## src/common/stw_defines.svh

```systemverilog
`ifndef STW_DEFINES_SVH
`define STW_DEFINES_SVH
`define STW_ADDR_DEFAULT 7'h70
`define STW_BCAST_WR 8'h00
`define STW_BCAST_RD 8'h01
`define STW_GC_RESET_CMD 8'h06
`define STW_HS_CODE 5'h01
`define STW_PTR_RESET 8'h00
`define STW_SEL_TEMP 2'h0
`define STW_BYTE_BITS 4'h8
`define STW_IDLE_BYTE 8'hFF
`define STW_LAST_SLOT 3'h7
`define STW_PIN_IDLE 2'h3
`define STW_TIMEOUT_MS 30
`define STW_CLK_HZ 25000000
`endif

```

## src/common/stw_pkg.sv

```systemverilog
package stw_pkg;
    typedef enum logic [3:0] {
        ST_IDLE, ST_ADDR, ST_AACK, ST_PTR, ST_PACK,
        ST_WDATA, ST_DACK, ST_TX, ST_MACK, ST_IGNORE
    } stw_state_t;
    typedef struct packed {
        logic [1:0] sel;
        logic [7:0] data;
    } stw_word_t;
    typedef struct packed {
        logic [1:0] s1;
        logic [1:0] s2;
        logic [1:0] s3;
    } stw_sync_st_t;
    typedef struct packed {
        stw_word_t out_word;
        logic out_valid;
        stw_word_t skid_word;
        logic skid_valid;
    } stw_buf_st_t;
    typedef struct packed {
        stw_state_t fsm;
        logic [3:0] bitcnt;
        logic [7:0] shreg;
        logic rw;
        logic bcast;
        logic gcall;
        logic gcdone;
        logic acked;
        logic [2:0] slot;
        logic [7:0] register_select_pointer;
        logic hs;
        logic sda_o;
        logic sda_oe_n;
        logic gc_pulse;
        logic push;
        stw_word_t wword;
        logic [19:0] tocnt;
    } stw_top_st_t;
endpackage : stw_pkg

```

## src/common/stw_strm_if.sv

```systemverilog
`timescale 1ns/1ps
interface stw_strm_if;
    import stw_pkg::*;
    logic valid;
    logic ready;
    stw_word_t word;
    modport src(output valid, output word, input ready);
    modport snk(input valid, input word, output ready);
endinterface : stw_strm_if

```

## src/stw_sync.sv

```systemverilog
`timescale 1ns/1ps
`include "stw_defines.svh"
module stw_sync
    import stw_pkg::*;
(
    input wire logic clk,
    input wire logic srst,
    input wire logic [1:0] pin_in,
    output logic [1:0] lvl,
    output logic [1:0] prev
);
    stw_sync_st_t st_reg;
    stw_sync_st_t st_next;

    // s1 feeds only s2; s3 is one cycle of history for edge finding
    always_comb begin
        st_next = st_reg;
        st_next.s1 = pin_in;
        st_next.s2 = st_reg.s1;
        st_next.s3 = st_reg.s2;
    end

    always_ff @(posedge clk) begin
        if (srst) begin
            st_reg <= {`STW_PIN_IDLE, `STW_PIN_IDLE, `STW_PIN_IDLE};
        end else begin
            st_reg <= st_next;
        end
    end

    assign lvl = st_reg.s2;
    assign prev = st_reg.s3;
endmodule : stw_sync

```

## src/stw_buf.sv

```systemverilog
`timescale 1ns/1ps
module stw_buf
    import stw_pkg::*;
(
    input wire logic clk,
    input wire logic srst,
    stw_strm_if.snk in_s,
    stw_strm_if.src out_s
);
    stw_buf_st_t st_reg;
    stw_buf_st_t st_next;

    // two entries: output register plus skid register
    always_comb begin
        st_next = st_reg;
        if (out_s.ready || !st_reg.out_valid) begin
            if (st_reg.skid_valid) begin
                st_next.out_word = st_reg.skid_word;
                st_next.out_valid = 1'b1;
                st_next.skid_valid = 1'b0;
            end else begin
                st_next.out_word = in_s.word;
                st_next.out_valid = in_s.valid;
            end
        end else if (in_s.valid && !st_reg.skid_valid) begin
            st_next.skid_word = in_s.word;
            st_next.skid_valid = 1'b1;
        end
    end

    always_ff @(posedge clk) begin
        if (srst) begin
            st_reg <= '0;
        end else begin
            st_reg <= st_next;
        end
    end

    assign in_s.ready = !st_reg.skid_valid;
    assign out_s.valid = st_reg.out_valid;
    assign out_s.word = st_reg.out_word;
endmodule : stw_buf

```

## src/stw_slave.sv

```systemverilog
`timescale 1ns/1ps
`include "stw_defines.svh"
// Contract
// - start: sda falls while scl high
// - address sampled on rise, ninth pulse ack
// - eight data pulses then one ack
// - sda change with scl high is start/stop
// - stop: sda rises while scl high, idle
// - slave only, sda open-drain low only
// - every byte shifted msb first
// - answer one parameter address 1110000-1110111
// - first written byte loads the pointer
// - pointer kept until rewritten or reset
// - receive: ack address, pointer, data byte; code nacks the data byte while the write buffer is full
// - transmit pointed byte after address ack
// - general call 0x06 restores power-up values
// - hs master code: no ack, hs on
// - hs stays until a stop
// - scl low 30 ms resets interface
// - ack broadcast read and write addresses
// - broadcast write: ack pointer, store data
// - broadcast read: drive only own slot
// - slot nack stops later slots
// - pointer select bits reset to 00
// - select 00 temperature read only
// - register write only at byte end
module stw_slave
    import stw_pkg::*;
#(
    parameter logic [6:0] DEV_ADDR = `STW_ADDR_DEFAULT,
    parameter int unsigned TIMEOUT_CYC = `STW_TIMEOUT_MS * (`STW_CLK_HZ / 1000)
)
(
    input wire logic clk,
    input wire logic srst,
    input wire logic scl_in,
    input wire logic sda_in,
    output logic sda_out,
    output logic sda_oe_n,
    output logic hs_mode,
    output logic [1:0] reg_sel,
    input wire logic [7:0] rd_data,
    output logic wr_valid,
    input wire logic wr_ready,
    output logic [1:0] wr_sel,
    output logic [7:0] wr_data,
    output logic gc_reset
);
    localparam logic [19:0] TO_LAST = 20'(TIMEOUT_CYC - 1);

    stw_top_st_t st_reg;
    stw_top_st_t st_next;
    logic [1:0] pin_lvl;
    logic [1:0] pin_prev;
    logic scl_lvl;
    logic sda_lvl;
    logic scl_rise;
    logic scl_fall;
    logic start_det;
    logic stop_det;
    logic tmo;
    logic byte_done;

    stw_strm_if wr_in ();
    stw_strm_if wr_out ();

    stw_sync u_sync (
        .clk(clk),
        .srst(srst),
        .pin_in({scl_in, sda_in}),
        .lvl(pin_lvl),
        .prev(pin_prev)
    );

    stw_buf u_buf (
        .clk(clk),
        .srst(srst),
        .in_s(wr_in.snk),
        .out_s(wr_out.src)
    );

    // byte to shift out in a slot; foreign broadcast slots stay released
    function automatic logic [7:0] slot_byte(
        input logic bc,
        input logic [2:0] slot,
        input logic [7:0] rd
    );
        if (bc && (slot != DEV_ADDR[2:0])) begin
            slot_byte = `STW_IDLE_BYTE;
        end else begin
            slot_byte = rd;
        end
    endfunction : slot_byte

    assign scl_lvl = pin_lvl[1];
    assign sda_lvl = pin_lvl[0];
    assign scl_rise = scl_lvl && !pin_prev[1];
    assign scl_fall = !scl_lvl && pin_prev[1];
    assign start_det = scl_lvl && pin_prev[1] && !sda_lvl && pin_prev[0];
    assign stop_det = scl_lvl && pin_prev[1] && sda_lvl && !pin_prev[0];
    assign tmo = !scl_lvl && (st_reg.tocnt == TO_LAST);
    assign byte_done = scl_fall && (st_reg.bitcnt == `STW_BYTE_BITS);

    always_comb begin
        st_next = st_reg;
        st_next.gc_pulse = 1'b0;
        st_next.push = 1'b0;
        st_next.sda_o = 1'b0;
        if (scl_lvl) begin
            st_next.tocnt = '0;
        end else if (!tmo) begin
            st_next.tocnt = st_reg.tocnt + 20'h00001;
        end
        if (stop_det) begin
            st_next.fsm = ST_IDLE;
            st_next.sda_oe_n = 1'b1;
            st_next.hs = 1'b0;
        end else if (start_det) begin
            st_next.fsm = ST_ADDR;
            st_next.bitcnt = '0;
            st_next.sda_oe_n = 1'b1;
            st_next.gcdone = 1'b0;
        end else if (tmo) begin
            st_next.fsm = ST_IDLE;
            st_next.sda_oe_n = 1'b1;
        end else begin
            unique case (st_reg.fsm)
                ST_IDLE, ST_IGNORE: begin
                    st_next.sda_oe_n = 1'b1;
                end
                ST_ADDR, ST_PTR, ST_WDATA: begin
                    if (scl_rise) begin
                        st_next.shreg = {st_reg.shreg[6:0], sda_lvl};
                        st_next.bitcnt = st_reg.bitcnt + 4'h1;
                    end
                    if (byte_done) begin
                        unique case (st_reg.fsm)
                            ST_ADDR: begin
                                st_next.fsm = ST_AACK;
                                st_next.sda_oe_n = 1'b0;
                                st_next.bcast = 1'b0;
                                st_next.gcall = 1'b0;
                                if (st_reg.shreg[7:1] == DEV_ADDR) begin
                                    st_next.rw = st_reg.shreg[0];
                                end else if (st_reg.shreg == `STW_BCAST_WR) begin
                                    st_next.rw = 1'b0;
                                    st_next.bcast = 1'b1;
                                    st_next.gcall = 1'b1;
                                end else if (st_reg.shreg == `STW_BCAST_RD) begin
                                    st_next.rw = 1'b1;
                                    st_next.bcast = 1'b1;
                                end else begin
                                    st_next.fsm = ST_IGNORE;
                                    st_next.sda_oe_n = 1'b1;
                                    if (st_reg.shreg[7:3] == `STW_HS_CODE) begin
                                        st_next.hs = 1'b1;
                                    end
                                end
                            end
                            ST_PTR: begin
                                st_next.fsm = ST_PACK;
                                st_next.sda_oe_n = 1'b0;
                                if (st_reg.gcall && st_reg.shreg == `STW_GC_RESET_CMD) begin
                                    st_next.gc_pulse = 1'b1;
                                    st_next.gcdone = 1'b1;
                                    st_next.register_select_pointer = `STW_PTR_RESET;
                                end else begin
                                    st_next.register_select_pointer = st_reg.shreg;
                                end
                            end
                            default: begin
                                st_next.fsm = ST_DACK;
                                if (st_reg.register_select_pointer[1:0] == `STW_SEL_TEMP) begin
                                    st_next.sda_oe_n = 1'b0;
                                end else if (wr_in.ready) begin
                                    st_next.sda_oe_n = 1'b0;
                                    st_next.push = 1'b1;
                                    st_next.wword = {st_reg.register_select_pointer[1:0],
                                                     st_reg.shreg};
                                end
                            end
                        endcase
                    end
                end
                ST_AACK: begin
                    if (scl_fall) begin
                        st_next.bitcnt = '0;
                        if (st_reg.rw) begin
                            st_next.fsm = ST_TX;
                            st_next.slot = '0;
                            st_next.shreg = slot_byte(st_reg.bcast, 3'h0, rd_data);
                            st_next.sda_oe_n = st_next.shreg[7];
                        end else begin
                            st_next.fsm = ST_PTR;
                            st_next.sda_oe_n = 1'b1;
                        end
                    end
                end
                ST_PACK: begin
                    if (scl_fall) begin
                        st_next.sda_oe_n = 1'b1;
                        st_next.bitcnt = '0;
                        st_next.fsm = st_reg.gcdone ? ST_IGNORE : ST_WDATA;
                    end
                end
                ST_DACK: begin
                    if (scl_fall) begin
                        st_next.sda_oe_n = 1'b1;
                        st_next.fsm = ST_IGNORE;
                    end
                end
                ST_TX: begin
                    if (scl_rise) begin
                        st_next.bitcnt = st_reg.bitcnt + 4'h1;
                    end
                    if (byte_done) begin
                        st_next.sda_oe_n = 1'b1;
                        st_next.fsm = ST_MACK;
                    end else if (scl_fall) begin
                        st_next.shreg = {st_reg.shreg[6:0], 1'b1};
                        st_next.sda_oe_n = st_reg.shreg[6];
                    end
                end
                ST_MACK: begin
                    if (scl_rise) begin
                        st_next.acked = !sda_lvl;
                    end
                    if (scl_fall) begin
                        if (st_reg.acked && st_reg.bcast && st_reg.slot != `STW_LAST_SLOT) begin
                            st_next.slot = st_reg.slot + 3'h1;
                            st_next.shreg = slot_byte(1'b1, st_next.slot, rd_data);
                            st_next.sda_oe_n = st_next.shreg[7];
                            st_next.bitcnt = '0;
                            st_next.fsm = ST_TX;
                        end else begin
                            st_next.fsm = ST_IGNORE;
                        end
                    end
                end
                default: begin
                    st_next.fsm = ST_IDLE;
                    st_next.sda_oe_n = 1'b1;
                end
            endcase
        end
    end

    always_ff @(posedge clk) begin
        if (srst) begin
            st_reg <= '0;
            st_reg.sda_oe_n <= 1'b1;
            st_reg.register_select_pointer <= `STW_PTR_RESET;
        end else begin
            st_reg <= st_next;
        end
    end

    assign wr_in.valid = st_reg.push;
    assign wr_in.word = st_reg.wword;
    assign wr_out.ready = wr_ready;
    assign wr_valid = wr_out.valid;
    assign wr_sel = wr_out.word.sel;
    assign wr_data = wr_out.word.data;
    assign sda_out = st_reg.sda_o;
    assign sda_oe_n = st_reg.sda_oe_n;
    assign hs_mode = st_reg.hs;
    assign reg_sel = st_reg.register_select_pointer[1:0];
    assign gc_reset = st_reg.gc_pulse;
endmodule : stw_slave

```

## config.mk

```make
export PLATFORM = sky130hd
export DESIGN_NAME = stw_slave
export DESIGN_NICKNAME = d
export VERILOG_FILES = /design/src/common/stw_pkg.sv /design/src/common/stw_strm_if.sv /design/src/stw_sync.sv /design/src/stw_buf.sv /design/src/stw_slave.sv
export VERILOG_INCLUDE_DIRS = /design/src /design/src/common
export SDC_FILE = /design/constraint.sdc
export NUM_CORES = 1
export LEC_CHECK = 0
export ABC_AREA = 1
export BUFFER_PORTS_ARGS = -buffer_cell sky130_fd_sc_hd__buf_2
export CORE_MARGIN = 5
export CORE_UTILIZATION = 45
export CTS_BUF_LIST = sky130_fd_sc_hd__clkbuf_4 sky130_fd_sc_hd__clkbuf_8 sky130_fd_sc_hd__clkbuf_16
export DETAILED_ROUTE_END_ITERATION = 16
export GPL_TIMING_DRIVEN = 0
export SLEW_MARGIN = 0
export SYNTH_ARGS = -nofsm -noshare
export SYNTH_HDL_FRONTEND = slang
export SYNTH_SLANG_ARGS = --single-unit
```

## constraint.sdc

```tcl
create_clock -name clk -period 1.8 [get_ports clk]
set_input_delay 0.36 -clock clk [delete_from_list [all_inputs] [get_ports clk]]
set_output_delay 0.36 -clock clk [all_outputs]
set_load 0.02 [all_outputs]
```

==> results of run 1 <==
[what timing repair did]
action / 4_1_cts / 5_1_grt
cloned: 0 / 2
setup buffers: 3 / 20
setup endpoints to repair: 37 / 51
pin swaps: 4 / 14
hold endpoints to repair: 0 / 0
resized for setup: 9 / 54
[layout make-up]
class,instances,area share [%]
multi-input cells,452,44.9
plain buffers,29,3.47
well taps,133,3.12
inverters,72,5.16
clock buffers,9,2.32
flip-flops and latches,88,33.4
repair buffers,53,6.17
clock inverters,7,1.46
[stage by stage]
stage               util [%]  hold WS, ns  std cells  area (sq um)  setup WS [ns]
floorplan                  -        0.389        642          4430          0.107
global placement        49.0        0.396        803          4740         -0.175
detailed placement      49.0        0.403        803          4740         -0.232
CTS                     51.7        0.187        822          5010       0.000808
global route            55.1        0.181        843          5330        -0.0290
finish                  55.1        0.201        843          5330         0.0976
[per-layer routing]
layer	wire length, um	part of all wire (%)	global-route usage (%)
met4	199	1.8	6.23
met1	5180	47	25.7
met3	487	4.4	4.14
met5	0	0	0
met2	5250	47	30.6
[worst max-delay path by stage]
| stage | to | cells after the start |
|---|---|---|
| 6_report | st_reg[56] | 11 |
| 3_3_place_gp | st_reg[53] | 9 |
| 3_5_place_dp | st_reg[53] | 9 |
| 4_1_cts | sda_oe_n | 10 |
| 2_1_floorplan | st_reg[51] | 11 |
| 5_1_grt | st_reg[56] | 11 |
[critical path: stages, from the launching register on]
cell	delay, ns
dfxtp_2	0.36
ha_4	0.17
ha_4	0.15
nor2_4	0.11
nor2_4	0.05
inv_2	0.08
nand2_4	0.06
nor3_4	0.28
buf_6	0.17
nand3b_1	0.07
nand2_1	0.06
nor2_1	0.05
[logic make-up (layout without fill, tap and decap cells)]
| group | after synthesis | in the layout |
|---|---|---|
| AOI/OAI and AO/OA | 136 | 136 |
| xor gates and xnor gates | 4 | 4 |
| adders and majority gates | 6 | 6 |
| buffers and inverters | 102 | 170 |
| DFF | 88 | 88 |
| other | 1 | 1 |
| and+or+nand+nor | 305 | 305 |
[synthesized netlist by cell type (5+ instances only)]
cell type	count
nand3b_1	8
nor2_2	6
nand2_1	119
inv_1	66
nand3_1	32
dfxtp_1	88
nor2_1	91
a31oi_1	5
nor2_4	5
nor3_1	10
a21oi_1	61
nand4_1	13
nand2_2	8
buf_4	15
clkbuf_1	11
ha_1	6
o21ai_0	63
[power by group]
group / leakage, uW / internal, uW / switching [uW]
registers: 0.000717 / 2100 / 182
clock network: 0.000101 / 660 / 761
logic: 0.00143 / 635 / 884
total: 0.00224 / 3390 / 1830
==> summary.txt, run 1 <==
Die
  – Die Wd: 109 um
  – CORE AREA: 0.00968 sq mm
  – # rows: 36
  – DIE HEIGHT: 109 um
  – Die area: 0.0119 sq mm
  – I/O pins: 30
  – Initial core utilization: 45.8%

Logic synthesis
  – Post-Synth Adder-Cell Area: 1.69%
  – Yosys warns: 0
  – Post-Syn Nets: 661
  – Avg Cell Area, Syn: 6.91 sq um
  – Top post-synthesis cells by area: dfxtp_1 (40%), nand2_1 (10%), nor2_1 (7.7%)
  – Post-synth EDFFs: 0
  – Number of synthesized register bits: 88
  – Sequential area share after synthesis: 39.7%
  – Mapped Cells: 642
  – Synth Area in XOR/XNOR: 0.790%
  – Simple-Gate Fraction of Synth Area: 31.5%
  – Ys async rst share: 0%
  – Largest family of logic cells by synthesized area: simple AND/OR/NAND/NOR gates
  – Synth area leader: dfxtp_1
  – Most used DFF post-synth: dfxtp_1
  – Synth Area in Compound Gates: 15.9%
  – Number of library cell types mapped by synthesis: 35
  – Synth Cell Area: 0.00443 sq mm
  – Top cell type's share of synthesized area: 39.7%
  – Multiplexer share of the synthesized area: 0%

Run status
  – Status: finished, final reports clean

Cells and area
  – Layout cell share with drive strength beyond 1: 22.1%
  – Area growth, synth to finish: 20.2%
  – Most frequent cells in the layout: nand2_1 (115), nor2_1 (82), dfxtp_1 (76), inv_1 (63), a21oi_1 (61)
  – Max reg flops: 54
  – Layout net count: 724
  – Multi-input gate area: 0.00239 sq mm
  – Ant diodes: 0
  – Reg area: 0.00178 sq mm
  – Filler cells: 964
  – Most common cell after layout, fill and taps aside: nand2_1

Place
  – # port buffers: 28
  – Dpl hpwl: 8.16 mm
  – RePlAce Congestion: 0.903

Clock network
  – Root Driver: clkbuf_8
  – Clock transition at the registers of the reported paths: 0.10 ns
  – Sink Count: 88
  – Cts hold-fix bufs: 0
  – Total number of H-tree levels: 3
  – Num CTS Buffers: 9
  – Worst-Skew Late Latency: 0.36 ns
  – Clock tree buffer depth: 2
  – TritonCTS clock tree: yes

Timing
  – Worst slew margin: 60.2%
  – Worst Tran Pin Value: 0.597 ns
  – Fin crit period: 1.70 ns
  – RSZ-0062 raised after global routing: true
  – Final Hold Fails: 0
  – Post-Route Setup TNS: 0 ns
  – Max Freq: 587 MHz
  – Max-slew violations: 0
  – Final period util: 94.6%
  – Setup Skew: 0.00896 ns
  – # setup viols final: 0

GRT
  – Largest net degree at the start of global routing: 17
  – Antenna violations before repair: 0
  – Vias in the first global route: 3,801
  – Total gr overflow: 0
  – GRT Overall Usage: 19.1%
  – First-pass GRT wire length: 18.0 mm

Critical path
  – Worst EP required: 2.06 ns
  – Element type at the critical path start: flip-flop
  – CP Max Fanout: 5
  – CP endpoint kind: flip-flop
  – Flop2flop setup slack: 0.1 ns
  – R2R Path End: st_reg[56]
  – Worst reg-to-reg path cell count: 11
  – Reg2reg start: st_reg[43]
  – Crit path from: st_reg[43]
  – CP arrival: 1.96 ns
  – Critical path class: flip-flop to flip-flop

Hold path
  – HP Class: input port to flip-flop
  – Hold path endpoint: u_sync.st_next[3]
  – HP Start: scl_in
  – WHS Path Cells: 2

Routing
  – DR WL/cell: 13.2 um
  – # DRC: 0
  – Total Wirelength: 11.1 mm
  – ANT nets after route: 0
  – DRT iter0 DRCs: 232
  – Via count: 4,265
  – Detailed Routing Iterations Pass 1: 5
  – Average via count per standard cell: 5.06

Pwr
  – P per Cell Area: 979 mW/mm^2
  – Pleak: 0.00224 uW
  – Worst vdd ir: 507 uV
  – PnR Total Power: 5220 uW

Run
  – Maxcap violations: 0
Note: power is estimated with default switching activity, not from simulation.
==> run 2: changes to the inputs <==
MAX_ROUTING_LAYER = met4   (was default)
SYNTH_HIERARCHICAL = 1   (was default)
==> summary.txt, run 2 <==
Die
  – # rows: 37
  – Die area: 0.0127 sq mm
  – I/O pins: 30
  – DIE HEIGHT: 113 um
  – Die Wd: 113 um
  – Initial core utilization: 46.0%
  – CORE AREA: 0.0103 sq mm

Critical path
  – Max stage delay cell, worst path: dfxtp_4
  – WP buf/inv: 3
  – Worst reg-to-reg path cell count: 11
  – Max incr delay on CP: 0.36 ns
  – Worst EP required: 2.11 ns
  – Crit path max-delay family: simple AND/OR/NAND/NOR gates
  – Critical path class: flip-flop to flip-flop
  – CP arrival: 2.08 ns
  – CP endpoint kind: flip-flop
  – Element type at the critical path start: flip-flop
  – Levels on crit path: 11
  – Cell Chain, Critical Path: ha_4 > buf_6 > nand3_4 > nor2_4 > nand3_4 > nand2_8 > buf_6 > nor3b_4 > clkbuf_16 > nor2_1 > nor2_1
  – CP Max Fanout: 5

Logic synthesis
  – Top-count cell post-synth: nand2_1
  – Ys async rst share: 0%
  – Synth top cells by count: nand2_1 (137), nor2_1 (126), dfxtp_1 (88), inv_1 (84), nand3_1 (58)
  – Sequential area share after synthesis: 37.1%
  – Mapped Cells: 719
  – Number of library cell types mapped by synthesis: 37
  – Top cell type's share of synthesized area: 37.1%
  – Avg Cell Area, Syn: 6.61 sq um
  – Yosys warns: 6
  – Number of synthesized register bits: 88
  – Top post-synthesis cells by area: dfxtp_1 (37%), nand2_1 (11%), nor2_1 (10%)
  – Synth area leader: dfxtp_1
  – Post-synth EDFFs: 0
  – Post-Syn Nets: 738
  – Most used DFF post-synth: dfxtp_1
  – Synth Cell Area: 0.00475 sq mm

Hold path
  – HP Class: input port to flip-flop
  – WHS Path Cells: 3

Cells and area
  – Filler cells: 1,029
  – Multi-input gate area: 0.00267 sq mm
  – Layout cell share with drive strength beyond 1: 23.2%
  – Max reg flops: 54
  – Ant diodes: 0
  – Area growth, synth to finish: 22.2%
  – Layout net count: 800
  – Most frequent cells in the layout: nand2_1 (131), nor2_1 (118), inv_1 (78), dfxtp_1 (74), nand3_1 (53)
  – Reg area: 0.00179 sq mm
  – Most common cell after layout, fill and taps aside: nand2_1
  – Final Core Density: 56.2%

Timing
  – Final period util: 98.2%
  – Setup Skew: 0.0161 ns
  – Max-slew violations: 0
  – RSZ-0062 raised after global routing: true
  – Worst Tran Pin Value: 0.599 ns
  – Fin crit period: 1.77 ns
  – Final Hold Fails: 0
  – Hold slack: 0.164 ns
  – Post-Route Setup TNS: 0 ns
  – Worst slew margin: 60.1%
  – Max Freq: 566 MHz
  – Final WS setup: 0.0332 ns
  – # setup viols final: 0

Routing
  – Via count: 4,716
  – DRT iter0 DRCs: 279
  – Average via count per standard cell: 5.11
  – ANT nets after route: 0
  – # DRC: 0
  – Detailed Routing Iterations Pass 1: 5
  – DR WL/cell: 12.8 um
  – Total Wirelength: 11.8 mm

GRT
  – Antenna violations before repair: 0
  – Largest net degree at the start of global routing: 16
  – GRT Overall Usage: 18.9%
  – Vias in the first global route: 4,318
  – Total gr overflow: 0
  – First-pass GRT wire length: 19.4 mm

Clock network
  – Sink Count: 88
  – Num CTS Buffers: 9
  – Cts hold-fix bufs: 0
  – TritonCTS clock tree: yes
  – Clock transition at the registers of the reported paths: 0.09 ns
  – Root Driver: clkbuf_8
  – Total number of H-tree levels: 3
  – Worst-Skew Late Latency: 0.37 ns
  – Clock tree buffer depth: 2

Run status
  – Status: finished, final reports clean

Place
  – Dpl hpwl: 8.43 mm
  – RePlAce Congestion: 0.908
  – DP Worst Slack: -0.363 ns
  – # port buffers: 28

Pwr
  – P per Cell Area: 907 mW/mm^2
  – Worst vdd ir: 399 uV
  – Pleak: 0.00240 uW
  – PnR Total Power: 5260 uW

Run
  – Maxcap violations: 0
run 2: path summary, 6_finish.rpt:
path | startpoint | to | slack (ns)
hold / removal | sda_in | u_sync/st_next[2] | 0.16
setup reg to reg | st_reg[0] | st_reg[27] | 0.03
setup / recovery | st_reg[0] | st_reg[27] | 0.03
hold reg to reg | u_sync/st_next[3] | u_sync/lvl[1] | 0.42
run 2: report_power, final:
part | switching [uW] | total [uW] | leakage (uW) | internal, uW
Sequential | 164 | 2260 | 0.000720 | 2100
Clock | 738 | 1470 | 0.000106 | 727
Combinational | 928 | 1540 | 0.00158 | 613
run 2: final cells by class:
class                      instances  share of cell area, %
buffer                            34                   4.14
timing repair buffer              51                   6.03
clock buffer                      11                   2.61
sequential                        88                   30.9
multi-input combinational        503                   46.0
clock inverter                     5                   1.10
inverter                          94                   6.25
tap                              136                   2.93
run 2: what timing repair did:
action | 4_1_cts | 5_1_grt
endpoints found under the hold margin | 0 | 0
cloned | 0 | 1
resized for setup | 24 | 66
setup endpoints to repair | 42 | 44
buffers inserted | 4 | 18
pin swaps | 3 | 15
run 2: cells by family after synthesis:
logic type               share of synthesized area [%]
AO/OA/AOI/OAI                                     10.6
AND/OR/NAND/NOR                                   37.4
other                                           0.0789
XOR/XNOR                                          1.11
adder cells (fa/ha/maj)                           1.58
flip-flops                                        37.1
buffers and inverters                             12.1
run 2: worst register-to-register path, cell delays in order, from the launching register on:
cell	delay [ns]
dfxtp_4	0.36
ha_4	0.15
buf_6	0.12
nand3_4	0.11
nor2_4	0.05
nand3_4	0.10
nand2_8	0.09
buf_6	0.13
nor3b_4	0.30
clkbuf_16	0.21
nor2_1	0.04
nor2_1	0.07
run 2: per-layer routing:
metal	wire length (um)	part of all wire, %	global-route usage [%]
met2	5500	47	30.5
met4	197	1.7	7.05
met5	0	0	-
met1	5520	47	24.2
met3	558	4.7	2.78
run 2: metrics by stage:
stage                     cells  area, sq um
after floorplan             719         4750
after global placement      883         5060
after detailed placement    883         5060
after CTS                   903         5410
after global routing        922         5810
final                       922         5810
